**config.mk**
```make
export PLATFORM = sky130hd
export DESIGN_NAME = psr_top
export DESIGN_NICKNAME = d
export VERILOG_FILES = /design/src/psr_pkg.sv /design/src/psr_top.sv
export VERILOG_INCLUDE_DIRS = /design/src
export SDC_FILE = /design/constraint.sdc
export NUM_CORES = 1
export LEC_CHECK = 0
export BUFFER_PORTS_ARGS = -buffer_cell sky130_fd_sc_hd__buf_2
export CAP_MARGIN = 25
export CORE_ASPECT_RATIO = 1.4
export CORE_MARGIN = 3
export CORE_UTILIZATION = 48
export CTS_CLUSTER_SIZE = 25
export DETAILED_ROUTE_END_ITERATION = 16
export PLACE_DENSITY = 0.85
export SLEW_MARGIN = 20
export SYNTH_ARGS = -nofsm -noshare
export SYNTH_HDL_FRONTEND = slang
export SYNTH_SLANG_ARGS = --single-unit
```
**constraint.sdc**
```tcl
create_clock -name i_mclk -period 4.09 [get_ports i_mclk]
set_input_delay 0.2045 -clock i_mclk [delete_from_list [all_inputs] [get_ports i_mclk]]
set_output_delay 0.2045 -clock i_mclk [all_outputs]
set_load 0.01 [all_outputs]
```
**src/psr_cfg.svh**
```systemverilog
`ifndef PSR_CFG_SVH
`define PSR_CFG_SVH
// Overview of operation
// - writes to control one only change bits present in capability two
// - writes to the port control only change bits present in capability four
// - control one bit 1 resets serial port one, bit 0 port zero
// - port control bits 0..4 reset io ports a..e; bits 31:5 read zero
// - both reset control registers clear to zero on system reset
// - control one at 0x044, port control at 0x048 above base 0x400FE000

// block base and register offsets
`define PSR_BASE_ADDR 32'h400F_E000
`define PSR_BASE_HI_MSB 31
`define PSR_BASE_HI_LSB 12
`define PSR_OFS_CTRL_ONE 12'h044
`define PSR_OFS_PORT_CTRL 12'h048

// reset values and writable bits
`define PSR_RST_CTRL_ONE 32'h0000_0000
`define PSR_RST_PORT_CTRL 32'h0000_0000
`define PSR_WMASK_CTRL_ONE 32'h0107_0113
`define PSR_WMASK_PORT_CTRL 32'h0000_001F
`define PSR_RDATA_UNMAPPED 32'h0000_0000

// field positions in control one
`define PSR_BIT_SERIAL_ZERO 0
`define PSR_BIT_SERIAL_ONE 1
`define PSR_BIT_SYNC_SERIAL 4
`define PSR_BIT_ENCODER 8
`define PSR_BIT_COUNTER_ZERO 16
`define PSR_BIT_COUNTER_ONE 17
`define PSR_BIT_COUNTER_TWO 18
`define PSR_BIT_ANALOG_CMP 24
`endif

```
**src/psr_pkg.sv**
```systemverilog
package psr_pkg;
    // reset request lines to the peripherals, one per unit
    typedef struct packed {
        logic analog_cmp_zero_reset;
        logic gp_counter_two_reset;
        logic gp_counter_one_reset;
        logic gp_counter_zero_reset;
        logic encoder_zero_reset;
        logic sync_serial_zero_reset;
        logic serial_port_one_reset;
        logic serial_port_zero_reset;
    } psr_periph_resets_type;

    typedef struct packed {
        logic io_port_e_reset;
        logic io_port_d_reset;
        logic io_port_c_reset;
        logic io_port_b_reset;
        logic io_port_a_reset;
    } psr_port_resets_type;

    // whole state of the block
    typedef struct packed {
        logic ack;
        logic [31:0] rdata;
        logic [31:0] peripheral_reset_ctrl_one;
        logic [31:0] port_reset_ctrl;
    } psr_state_type;
endpackage : psr_pkg

```
**src/psr_top.sv**
```systemverilog
// The Avalon-MM interface to the registers was chosen for this implementation.
`timescale 1ns/1ns
`include "psr_cfg.svh"
module psr_top
    import psr_pkg::*;
(
    input wire logic i_mclk,
    input wire logic i_resetn,
    input wire logic [31:0] i_address,
    input wire logic i_read,
    input wire logic i_write,
    input wire logic [31:0] i_writedata,
    input wire logic [3:0] i_byteenable,
    input wire logic [31:0] i_capability_word_two,
    input wire logic [31:0] i_capability_word_four,
    output logic [31:0] o_readdata,
    output logic o_waitrequest,
    output psr_periph_resets_type o_periph_resets,
    output psr_port_resets_type o_port_resets
);

    logic rst_meta_ff;
    logic rst_sync_ff;
    psr_state_type state_ff;
    psr_state_type nxt_state;
    logic [31:0] be_mask;
    logic in_block;
    logic hit_one;
    logic hit_port;
    logic req;
    logic rd_take;
    logic wr_take;
    // decode constants as sized vectors; a bare literal cannot be sliced
    localparam logic [31:0] base_addr = `PSR_BASE_ADDR;
    localparam logic [11:0] ofs_one = `PSR_OFS_CTRL_ONE;
    localparam logic [11:0] ofs_port = `PSR_OFS_PORT_CTRL;
    localparam logic [31:0] wmask_one = `PSR_WMASK_CTRL_ONE;

    // reset release through two flops; assertion stays asynchronous
    always_ff @(posedge i_mclk or negedge i_resetn)
    begin
        if (!i_resetn)
        begin
            rst_meta_ff <= 1'b0;
            rst_sync_ff <= 1'b0;
        end
        else
        begin
            rst_meta_ff <= 1'b1;
            rst_sync_ff <= rst_meta_ff;
        end
    end

    // byte enables widened to a bit mask
    genvar gi;
    generate
        for (gi = 0; gi < 4; gi = gi + 1)
        begin : g_be
            assign be_mask[gi*8 +: 8] = {8{i_byteenable[gi]}};
        end
    endgenerate

    // address decode; low two bits ignored, words are aligned
    assign in_block = i_address[`PSR_BASE_HI_MSB:`PSR_BASE_HI_LSB] ==
        base_addr[`PSR_BASE_HI_MSB:`PSR_BASE_HI_LSB];
    assign hit_one = in_block &&
        i_address[11:2] == ofs_one[11:2];
    assign hit_port = in_block &&
        i_address[11:2] == ofs_port[11:2];

    // one wait cycle per access; read data lands on the edge that raises ack, the write on the edge that drops it
    assign req = i_read | i_write;
    assign rd_take = i_read & state_ff.ack;
    assign wr_take = i_write & state_ff.ack;
    assign o_waitrequest = req & ~state_ff.ack;

    // next state: decode, masked writes, read capture
    always_comb
    begin
        nxt_state = state_ff;
        nxt_state.ack = req & ~state_ff.ack;
        if (i_read && !state_ff.ack)
        begin
            if (hit_one)
                nxt_state.rdata = state_ff.peripheral_reset_ctrl_one;
            else if (hit_port)
                nxt_state.rdata = state_ff.port_reset_ctrl;
            else
                nxt_state.rdata = `PSR_RDATA_UNMAPPED;
        end
        // absent units keep their bit, so a stray write cannot touch them
        if (wr_take && hit_one)
        begin
            nxt_state.peripheral_reset_ctrl_one =
                (i_writedata & be_mask & i_capability_word_two
                    & `PSR_WMASK_CTRL_ONE) |
                (state_ff.peripheral_reset_ctrl_one &
                    ~(be_mask & i_capability_word_two));
        end
        if (wr_take && hit_port)
        begin
            nxt_state.port_reset_ctrl =
                (i_writedata & be_mask & i_capability_word_four
                    & `PSR_WMASK_PORT_CTRL) |
                (state_ff.port_reset_ctrl &
                    ~(be_mask & i_capability_word_four));
        end
    end

    // state register, cleared to zero by reset
    always_ff @(posedge i_mclk or negedge rst_sync_ff)
    begin
        if (!rst_sync_ff)
        begin
            state_ff.ack <= 1'b0;
            state_ff.rdata <= 32'h0000_0000;
            state_ff.peripheral_reset_ctrl_one <= `PSR_RST_CTRL_ONE;
            state_ff.port_reset_ctrl <= `PSR_RST_PORT_CTRL;
        end
        else
        begin
            state_ff <= nxt_state;
        end
    end

    // outputs straight from flops; a set bit holds its unit in reset
    assign o_readdata = state_ff.rdata;
    assign o_periph_resets.analog_cmp_zero_reset =
        state_ff.peripheral_reset_ctrl_one[`PSR_BIT_ANALOG_CMP];
    assign o_periph_resets.gp_counter_two_reset =
        state_ff.peripheral_reset_ctrl_one[`PSR_BIT_COUNTER_TWO];
    assign o_periph_resets.gp_counter_one_reset =
        state_ff.peripheral_reset_ctrl_one[`PSR_BIT_COUNTER_ONE];
    assign o_periph_resets.gp_counter_zero_reset =
        state_ff.peripheral_reset_ctrl_one[`PSR_BIT_COUNTER_ZERO];
    assign o_periph_resets.encoder_zero_reset =
        state_ff.peripheral_reset_ctrl_one[`PSR_BIT_ENCODER];
    assign o_periph_resets.sync_serial_zero_reset =
        state_ff.peripheral_reset_ctrl_one[`PSR_BIT_SYNC_SERIAL];
    assign o_periph_resets.serial_port_one_reset =
        state_ff.peripheral_reset_ctrl_one[`PSR_BIT_SERIAL_ONE];
    assign o_periph_resets.serial_port_zero_reset =
        state_ff.peripheral_reset_ctrl_one[`PSR_BIT_SERIAL_ZERO];
    assign o_port_resets = state_ff.port_reset_ctrl[4:0];
endmodule : psr_top

```
# Yosys cells after proc, flatten, opt, wreduce, memory -nomap -nowiden
# Cells that the tools add are included.
# word_totals
reg_bits	99
input_bits	136
out_inout_bits	46
wordCells	32
# classes
n_eq_ne	3
n_mux	2
bitwise_logic	15
n_reduce_logical	6
# ops
operator	count
AND 32 bit	4
two-way mux 32 bit	2
inverter 32 bit	2
AND 25 bit	2
OR 25 x 32 -> 32 bit	1
OR 5 x 32 -> 32 bit	1
equality test 10 x 5 -> 1 bit (second input constant)	2
equality test 20 x 19 -> 1 bit (second input constant)	1
AND 5 bit	1
logical AND 1 bit	5
AND 1 bit	2
logical NOT 1 bit	1
inverter 1 bit	1
OR 1 bit	1

# Longest topological paths before layout
# Gate-level depths: netlist (run 1).
# depth
word_depth	4
depth_mapped	5
ltp_nobuf	4

# Worst setup path after synthesis (run 1)
# No wires, ideal clock.
# synth_timing
kind	input port to flip-flop
startpoint	input i_address[24]
endpoint	register state_ff (netlist bit o_port_resets[0])
setup_ns	0.125
arrival_time_ns	1.598
t_required_ns	3.965
slack_ns	2.367
path_stages	5
n_path_buf	1
path_cell_list	nor4_2 -> nand4_2 -> buf_4 -> nor3_1 -> mux2_2
# synth_between
elab_chain_cells	3
# synth_lines
item	line	text
start: declaration	psr_top.sv:9	input wire logic [31:0] i_address,
equality test 20 x 19 -> 1 bit	psr_top.sv:64	assign in_block = i_address[`PSR_BASE_HI_MSB:`PSR_BASE_HI_LSB] ==
logical AND 1 bit	psr_top.sv:68	assign hit_port = in_block &&
logical AND 1 bit	psr_top.sv:100	if (wr_take && hit_port)
end signal: assignment	psr_top.sv:122	state_ff <= nxt_state;
end: declaration	psr_top.sv:24	psr_state_type state_ff;
# Every way passes these cells.
# A chain may end at the register's enable or synchronous reset.

# Worst setup path in the final report (run 1)
# layout_timing
startpoint	register state_ff[96] (netlist bit)
endpoint	register state_ff (netlist bit o_readdata[29])
# layout_between
elab_chain_cells	2
# layout_lines
item	line	text
logical NOT 1 bit	psr_top.sv:82	if (i_read && !state_ff.ack)
logical AND 1 bit	psr_top.sv:82	
# Every way passes these cells.

==> results.md, run 1 <==
* Post-synth top area share at between 50% and 60%
* Ys Warns at 0
* CTS clk-pin slew, worst paths at around 0.07 ns
* 1st-iter DRT viols at 149
* Fin crit share at 54.9%
* Total grt overflow at 0
* FILL cells at 714
* Hold-critical path depth at 2
* PwrDens at around 370 nW/um^2
* Die area at 10300 sq um
* Pre-CTS WS at around 1.5 ns
* Critical path fanouts, max at 34
* Cell taking the most area after synthesis: dfrtp_1
* DIE WIDTH at 86.8 um
* Compound-gate portion of the synthesized area at 16.0%
* First-pass GRT wire length at between 15000 and 20000 um
* CTS tree: built
* Worst reg2reg path endpoint: o_readdata[29]
* Clk pwr share at 44.3%
* # Post-CTS Setup Buffers at 0
* Flop pwr share at roughly 51%
* GRT Util Overall at 21.9%
* Post-cts sizing count at 0
* Final Hold Fails at 0
* Mux share of post-synthesis cell area at 3.34%
* Rows at 40
* HPWL Detailed at 7770 um
* Clock Latency Late Sink at 0.34 ns
* Residual DRC count at 0
* Largest net degree at the start of global routing at 53
* Post-Synth Adder-Cell Area at 0%
* P_int at about 1.5 mW
* Register bit total from synthesis at 99
* Status: finished clean
* Mapped Cells at 341
* Maxcap violations at 0
* WHS Endpoint: state_ff[30]
* Register area share after synthesis at 56.5%
* XOR/XNOR share of the synthesized area at 0%
* Initial Util at about half
* Initial antenna violation count at 0
* Library cells used by synthesis at 29
* Worst-margin pin slew at 0.885 ns
* Clock buffer depth at 2
* Peak VDD IR at 0.000323 V
* Setup Crit Path Kind: register to register
* Fin Clk Skew at 0.00843 ns
* Final setup viols at 0
* Crit path required time at 4.37 ns
* Nets at ~590
* Simple-gate share of the synthesized area at approximately 14%
* Post-layout minimum cycle time at 2.25 ns
* Final setup TNS at 0 ns
* Clock Sinks at 99
* Area delta synth->final at 19.8%
* Slew Viols, Final at 0
* Root buf cell: clkbuf_16
* Combinational share of power at 4.8%
* Die height at 119 um
* Vias/cell at between 5 and 6
* Port Buffers at between 150 and 200
* Syn nets at 477
* Worst Path Arrival at 2.52 ns
* Worst Min Path Start: i_capability_word_four[30]
* Nature of the critical path endpoint: register
* Final ANT Viol Nets at 0
* Placer Congestion at 0.801
* FMAX at about 0.45 GHz
* DR vias at 3153
* Startpoint class of the critical path: register
* Worst R2R Path Depth at 5
* Layout cell share with drive strength beyond 1 at 44.9%
* Sw frac at 22.2%
* Worst min-delay path class: input pin to register
* Antenna cells at 0
* H-tree depth at 3
* DRT Pass-1 Iters at 4
* Net switching power at 0.433 mW
* Top post-synthesis cells by area: dfrtp_1 (57%), buf_4 (8.9%), a21boi_0 (8.7%)
* Avg Inst Size Synth at 12.8 sq um
* IO Pins at 182
* Core area at 8760 sq um
* CTS Buf Count at 9
* Flop-to-flop setup slack at between 1.5 and 2 ns
* Number of global-route vias before repair at around 3500
* P_leak at 2.73 nW
* RSZ-0062 raised after global routing: no
* WL/cell at ~19 um
* Worst slew margin at 40.6%
* R2R Path Start: state_ff[96]
* WL final at 10600 um
* Mapped Area at 4380 sq um
* Worst setup margin at about 1.8 ns
* Largest family of logic cells by synthesized area: compound AO/OA/AOI/OAI gates
[cells by family (layout without fill, tap and decap cells)]
kind of cell	after synthesis	count (layout)
AO/OA/AOI/OAI	83	83
buffers and inverters	60	182
flip-flops	99	99
multiplexers	13	13
other	1	1
AND/OR/NAND/NOR	85	85
[layout by cell type (no fill, tap or decap), types with 5 or more instances in the layout]
master,n
dfrtp_1,98
a21boi_0,51
a221o_1,32
nand4_1,7
clkbuf_16,9
nor4_2,5
buf_4,6
buf_2,157
nand2_1,5
and2_1,32
nor3_1,5
mux2_2,13
[through the flow]
step	area (sq um)	util (%)	hold WS (ns)	power (mW)	instances
2_1_floorplan	4380	-	-0.0911	1.03	341
3_3_place_gp	4930	56.3	-0.00951	1.10	551
3_5_place_dp	4930	56.3	-0.00755	1.10	551
4_1_cts	5250	59.9	0.0230	1.97	568
5_1_grt	5250	59.9	0.0229	2.02	568
6_report	5250	59.9	0.0367	1.95	568
[Yosys cell counts, drive strengths merged]
library cell,instances
and3,2
inv,2
and4b,1
and4,2
clkbuf,5
a221o,32
nand2b,3
nor3,8
nand2,5
and2,32
nor4,9
a21boi,51
nand4,8
conb,1
nor4b,4
buf,53
nand3,5
nor2,2
and4bb,2
nor2b,2
mux2,13
dfrtp,99
[power groups by stage]
stage          sequential (mW)  combinational [mW]  clock [mW]
3_3_place_gp              1.01              0.0910           0
6_report                 0.992              0.0935       0.862
2_1_floorplan             1.01              0.0201           0
5_1_grt                  0.993               0.104       0.927
4_1_cts                  0.992              0.0949       0.884
3_5_place_dp              1.01              0.0936           0
[layout make-up]
type | instances | area, sq um | share of cell area, %
Multi-Input combinational cell | 182 | 1480 | 28.2
Tap cell | 105 | 131 | 2.50
Sequential cell | 99 | 2480 | 47.3
Clock buffer | 10 | 229 | 4.36
Timing Repair Buffer | 164 | 841 | 16.0
Clock inverter | 6 | 77.6 | 1.48
Inverter | 2 | 7.51 | 0.143
[how the worst max path moves through the flow]
stage	from	cells after the start	to
final	state_ff[96]	5	o_readdata[29]
after detailed placement	i_address[28]	6	o_readdata[19]
after floorplan	rst_sync_ff	0	o_periph_resets[0]
after CTS	state_ff[96]	5	o_readdata[0]
after global routing	state_ff[96]	5	o_readdata[29]
after global placement	i_address[28]	6	o_readdata[28]
[sequential cells by signal (all words and copies together), names as in the netlist]
register,flops
o_port_resets,5
o_readdata,32
rst_sync_ff,1
rst_meta_ff,1
o_periph_resets,8
state_ff,52
[layer usage]
metal  vias to the layer above  global-route usage [%]  part of all wire [%]
li1                       1437                       -                     -
met5                         -                       0                     0
met4                         0                    7.80                   1.5
met2                       122                    36.3                    52
met1                      1578                    26.9                    39
met3                        16                    6.51                   6.9
[critical path: stages, from the launching register on]
cell and delay [ns]:
dfrtp_1 0.47, nand2b_1 0.18, buf_4 0.24, nor4_4 0.70, buf_4 0.39, a221o_1 0.20
[timing repair]
item | in CTS | in global routing
setup endpoints to repair | 0 | 0
hold endpoints to repair | 2 | 0
hold buffers | 1 | 0
Note: power is estimated with default switching activity, not from simulation.
==> run 2, diff against run 1 <==
--- a/config.mk
+++ b/config.mk
@@ -10,10 +10,10 @@
 export CAP_MARGIN = 25
 export CORE_ASPECT_RATIO = 1.4
 export CORE_MARGIN = 3
-export CORE_UTILIZATION = 48
+export CORE_UTILIZATION = 43
 export CTS_CLUSTER_SIZE = 25
 export DETAILED_ROUTE_END_ITERATION = 16
-export PLACE_DENSITY = 0.85
+export PLACE_DENSITY = 0.81
 export SLEW_MARGIN = 20
 export SYNTH_ARGS = -nofsm -noshare
 export SYNTH_HDL_FRONTEND = slang
==> constraint.sdc (replaced) <==
create_clock -name i_mclk -period 1.9 [get_ports i_mclk]
set_input_delay 0.095 -clock i_mclk [delete_from_list [all_inputs] [get_ports i_mclk]]
set_output_delay 0.095 -clock i_mclk [all_outputs]
set_load 0.01 [all_outputs]
==> run 2 against run 1 <==
Critical path depth is 1 lower. Largest power group unchanged. Fmax is 35% higher. Cell area is 15% higher. Die area is 11% higher. Worst setup slack worse by 1.6 ns. Highest routed layer is now met5.
==> results.md, run 2 (synthesis gave the netlist of run 1 again) <==
* Status: finished clean
* Hold-critical path depth at 2 (unchanged)
* Clock Sinks at 99 (unchanged)
* Residual DRC count at 0 (unchanged)
* Post-layout minimum cycle time at 1.66 ns (-0.583 ns)
* H-tree depth at 3 (unchanged)
* Final setup TNS at 0 ns (unchanged)
* Final ANT Viol Nets at 0 (unchanged)
* P_leak at 3.07 nW (+12%)
* Nature of the critical path endpoint: register
* Crit-path max cell delay at 0.52 ns (-0.18 ns)
* Multi-input combinational cell area at 1480 sq um (unchanged)
* Worst min-delay path class: input pin to register
* Nets at 667 (+12%)
* Hold_buf cts at 60 (+59)
* Worst path cell trace: buf_4 -> nand3_1 -> nor4b_1 -> mux2_2
* Worst Min Path Start: i_writedata[1]
* Clock buffer depth at 2 (unchanged)
* Startpoint class of the critical path: register
* HPWL Detailed at 8360 um (+7.7%)
* Setup Crit Path Kind: register to register
* Flop-to-flop setup slack at 0.24 ns (-1.61 ns)
* Peak VDD IR at 0.000503 V (+55%)
* CTS tree: built
* Final Hold Fails at 0 (unchanged)
* Worst setup margin at 0.237 ns (-1.61 ns)
* WL/cell at 18.4 um (-1.1%)
* 1st-iter DRT viols at 129 (-13%)
* FILL cells at 843 (+18%)
* WL final at 12300 um (+17%)
* CTS clk-pin slew, worst paths at 0.07 ns (about the same)
* CP max-delay cell: nor4b_1
* Critical path fanouts, max at 7 (-79%)
* Family with the most delay on the worst path: simple AND/OR/NAND/NOR gates
* RSZ-0062 raised after global routing: no
* Worst reg2reg path endpoint: o_periph_resets[7]
* Total grt overflow at 0 (unchanged)
* Most frequent cells in the layout: buf_2 (157), dfrtp_1 (98), dlygate4sd3_1 (60)
* Worst slew margin at 65.3% (+25 points)
* Commonest non-fill, non-tap cell in the layout: buf_2
* Overall Power at 4.31 mW (+120%)
* WP buf/inv at 1 (-1)
* IO Pins at 182 (unchanged)
* Met3 wire length at 583 um (-20%)
* First-pass GRT wire length at 19900 um (+13%)
* Area delta synth->final at 37.7%
* Finished layout cell area at 6040 sq um (+15%)
* PwrDens at 714 nW/um^2 (+93%)
* Maxcap violations at 0 (unchanged)
* WHS Endpoint: o_port_resets[1]
* Fin crit share at 87.5% (+33 points)
* CTS Buf Count at 9 (unchanged)
* Initial antenna violation count at 1 (+1)
* Seq. cell area at 2480 sq um (unchanged)
* DRT Pass-1 Iters at 5 (+1)
* Pre-CTS WS at -0.0146 ns (-1.54 ns)
* FMAX at 0.601 GHz (+35%)
* Clock Latency Late Sink at 0.35 ns (about the same)
* Crit path required time at 2.13 ns (-2.24 ns)
* Area after DPL at 5130 sq um (+3.9%)
* Top sig layer: met5
* Fin Clk Skew at 0.00759 ns (-0.000839 ns)
* R2R Path Start: state_ff[96]
* Layout cell share with drive strength beyond 1 at 41.6% (-3.3 points)
* Initial Util at 44.3% (-5.8 points)
* Port Buffers at 157 (unchanged)
* Antenna cells at 0 (unchanged)
* Number of global-route vias before repair at 3866 (+11%)
* Largest net degree at the start of global routing at 52 (-1.9%)
* DIE WIDTH at 91.3 um (+5.3%)
* Final setup viols at 0 (unchanged)
* Most flop-heavy register: state_ff
* Rows at 43 (+7.5%)
* Max FFs per register at 52 (unchanged)
* # Post-CTS Setup Buffers at 0 (unchanged)
* DR vias at 3473 (+10%)
* Worst R2R Path Depth at 4 (-1)
* Vias/cell at 5.18 (-6.8%)
* Placer Congestion at 0.819 (+2.2%)
* Share of the core filled with cells at 61.0% (+1.0 points)
* Metal-1 WL at 4830 um (+17%)
* Worst-margin pin slew at 0.513 ns (-0.371 ns)
* Die height at 125 um (+5.4%)
* Core area at 9900 sq um (+13%)
* Met2 routed WL at 6600 um (+19%)
* Post-cts sizing count at 0 (unchanged)
* Worst Path Arrival at 1.89 ns (-0.63 ns)
* Slew Viols, Final at 0 (unchanged)
* Die area at 11500 sq um (+11%)
* Root buf cell: clkbuf_16
* CP Depth at 4 (-1)
* GRT Util Overall at 22.2% (+0.31 points)
-- run 2: cell types whose count changed in the layout (fill, tap and decap cells not counted), sizes merged --
cell | before | now
dlygate4sd3 | 1 | 60
inv | 6 | 5
buf | 163 | 177
clkbuf | 10 | 9
clkinv | 0 | 2
-- run 2: cell type report --
| class | count | area share (%) |
|---|---|---|
| sequential | 99 | 41.1 |
| timing repair buffer | 237 | 26.3 |
| multi-input combinational | 182 | 24.6 |
| clock buffer | 9 | 3.73 |
| tap | 135 | 2.80 |
| clock inverter | 7 | 1.39 |
| inverter | 2 | 0.124 |
-- run 2: worst max path at each step --
stage                       startpoint            endpoint  slack, ns
final                     state_ff[96]  o_periph_resets[7]       0.24
after floorplan            rst_sync_ff  o_periph_resets[0]       0.24
after CTS                 state_ff[96]      o_readdata[21]       0.29
after detailed placement  i_address[9]  o_periph_resets[7]      -0.01
after global placement    i_address[9]  o_periph_resets[7]       0.04
after global routing      state_ff[96]  o_periph_resets[7]       0.12
-- run 2: metal layers --
metal	vias to the layer above	GRT usage (%)
met5	-	0
met1	1742	25.5
met3	24	4.99
met2	121	39.9
met4	2	8.53
li1	1584	-
-- run 2: metrics by stage --
stage | hold WS (ns) | instances
detailed placement | -0.115 | 595
CTS | 0.000704 | 671
floorplan | -0.201 | 341
global placement | -0.116 | 595
finish | 0.00758 | 671
global route | 0.00845 | 671
-- run 2: power breakdown --
group	internal [mW]	switching, mW
Sequential	2.11	0.0106
Clock	1.04	0.818
Combinational	0.188	0.139
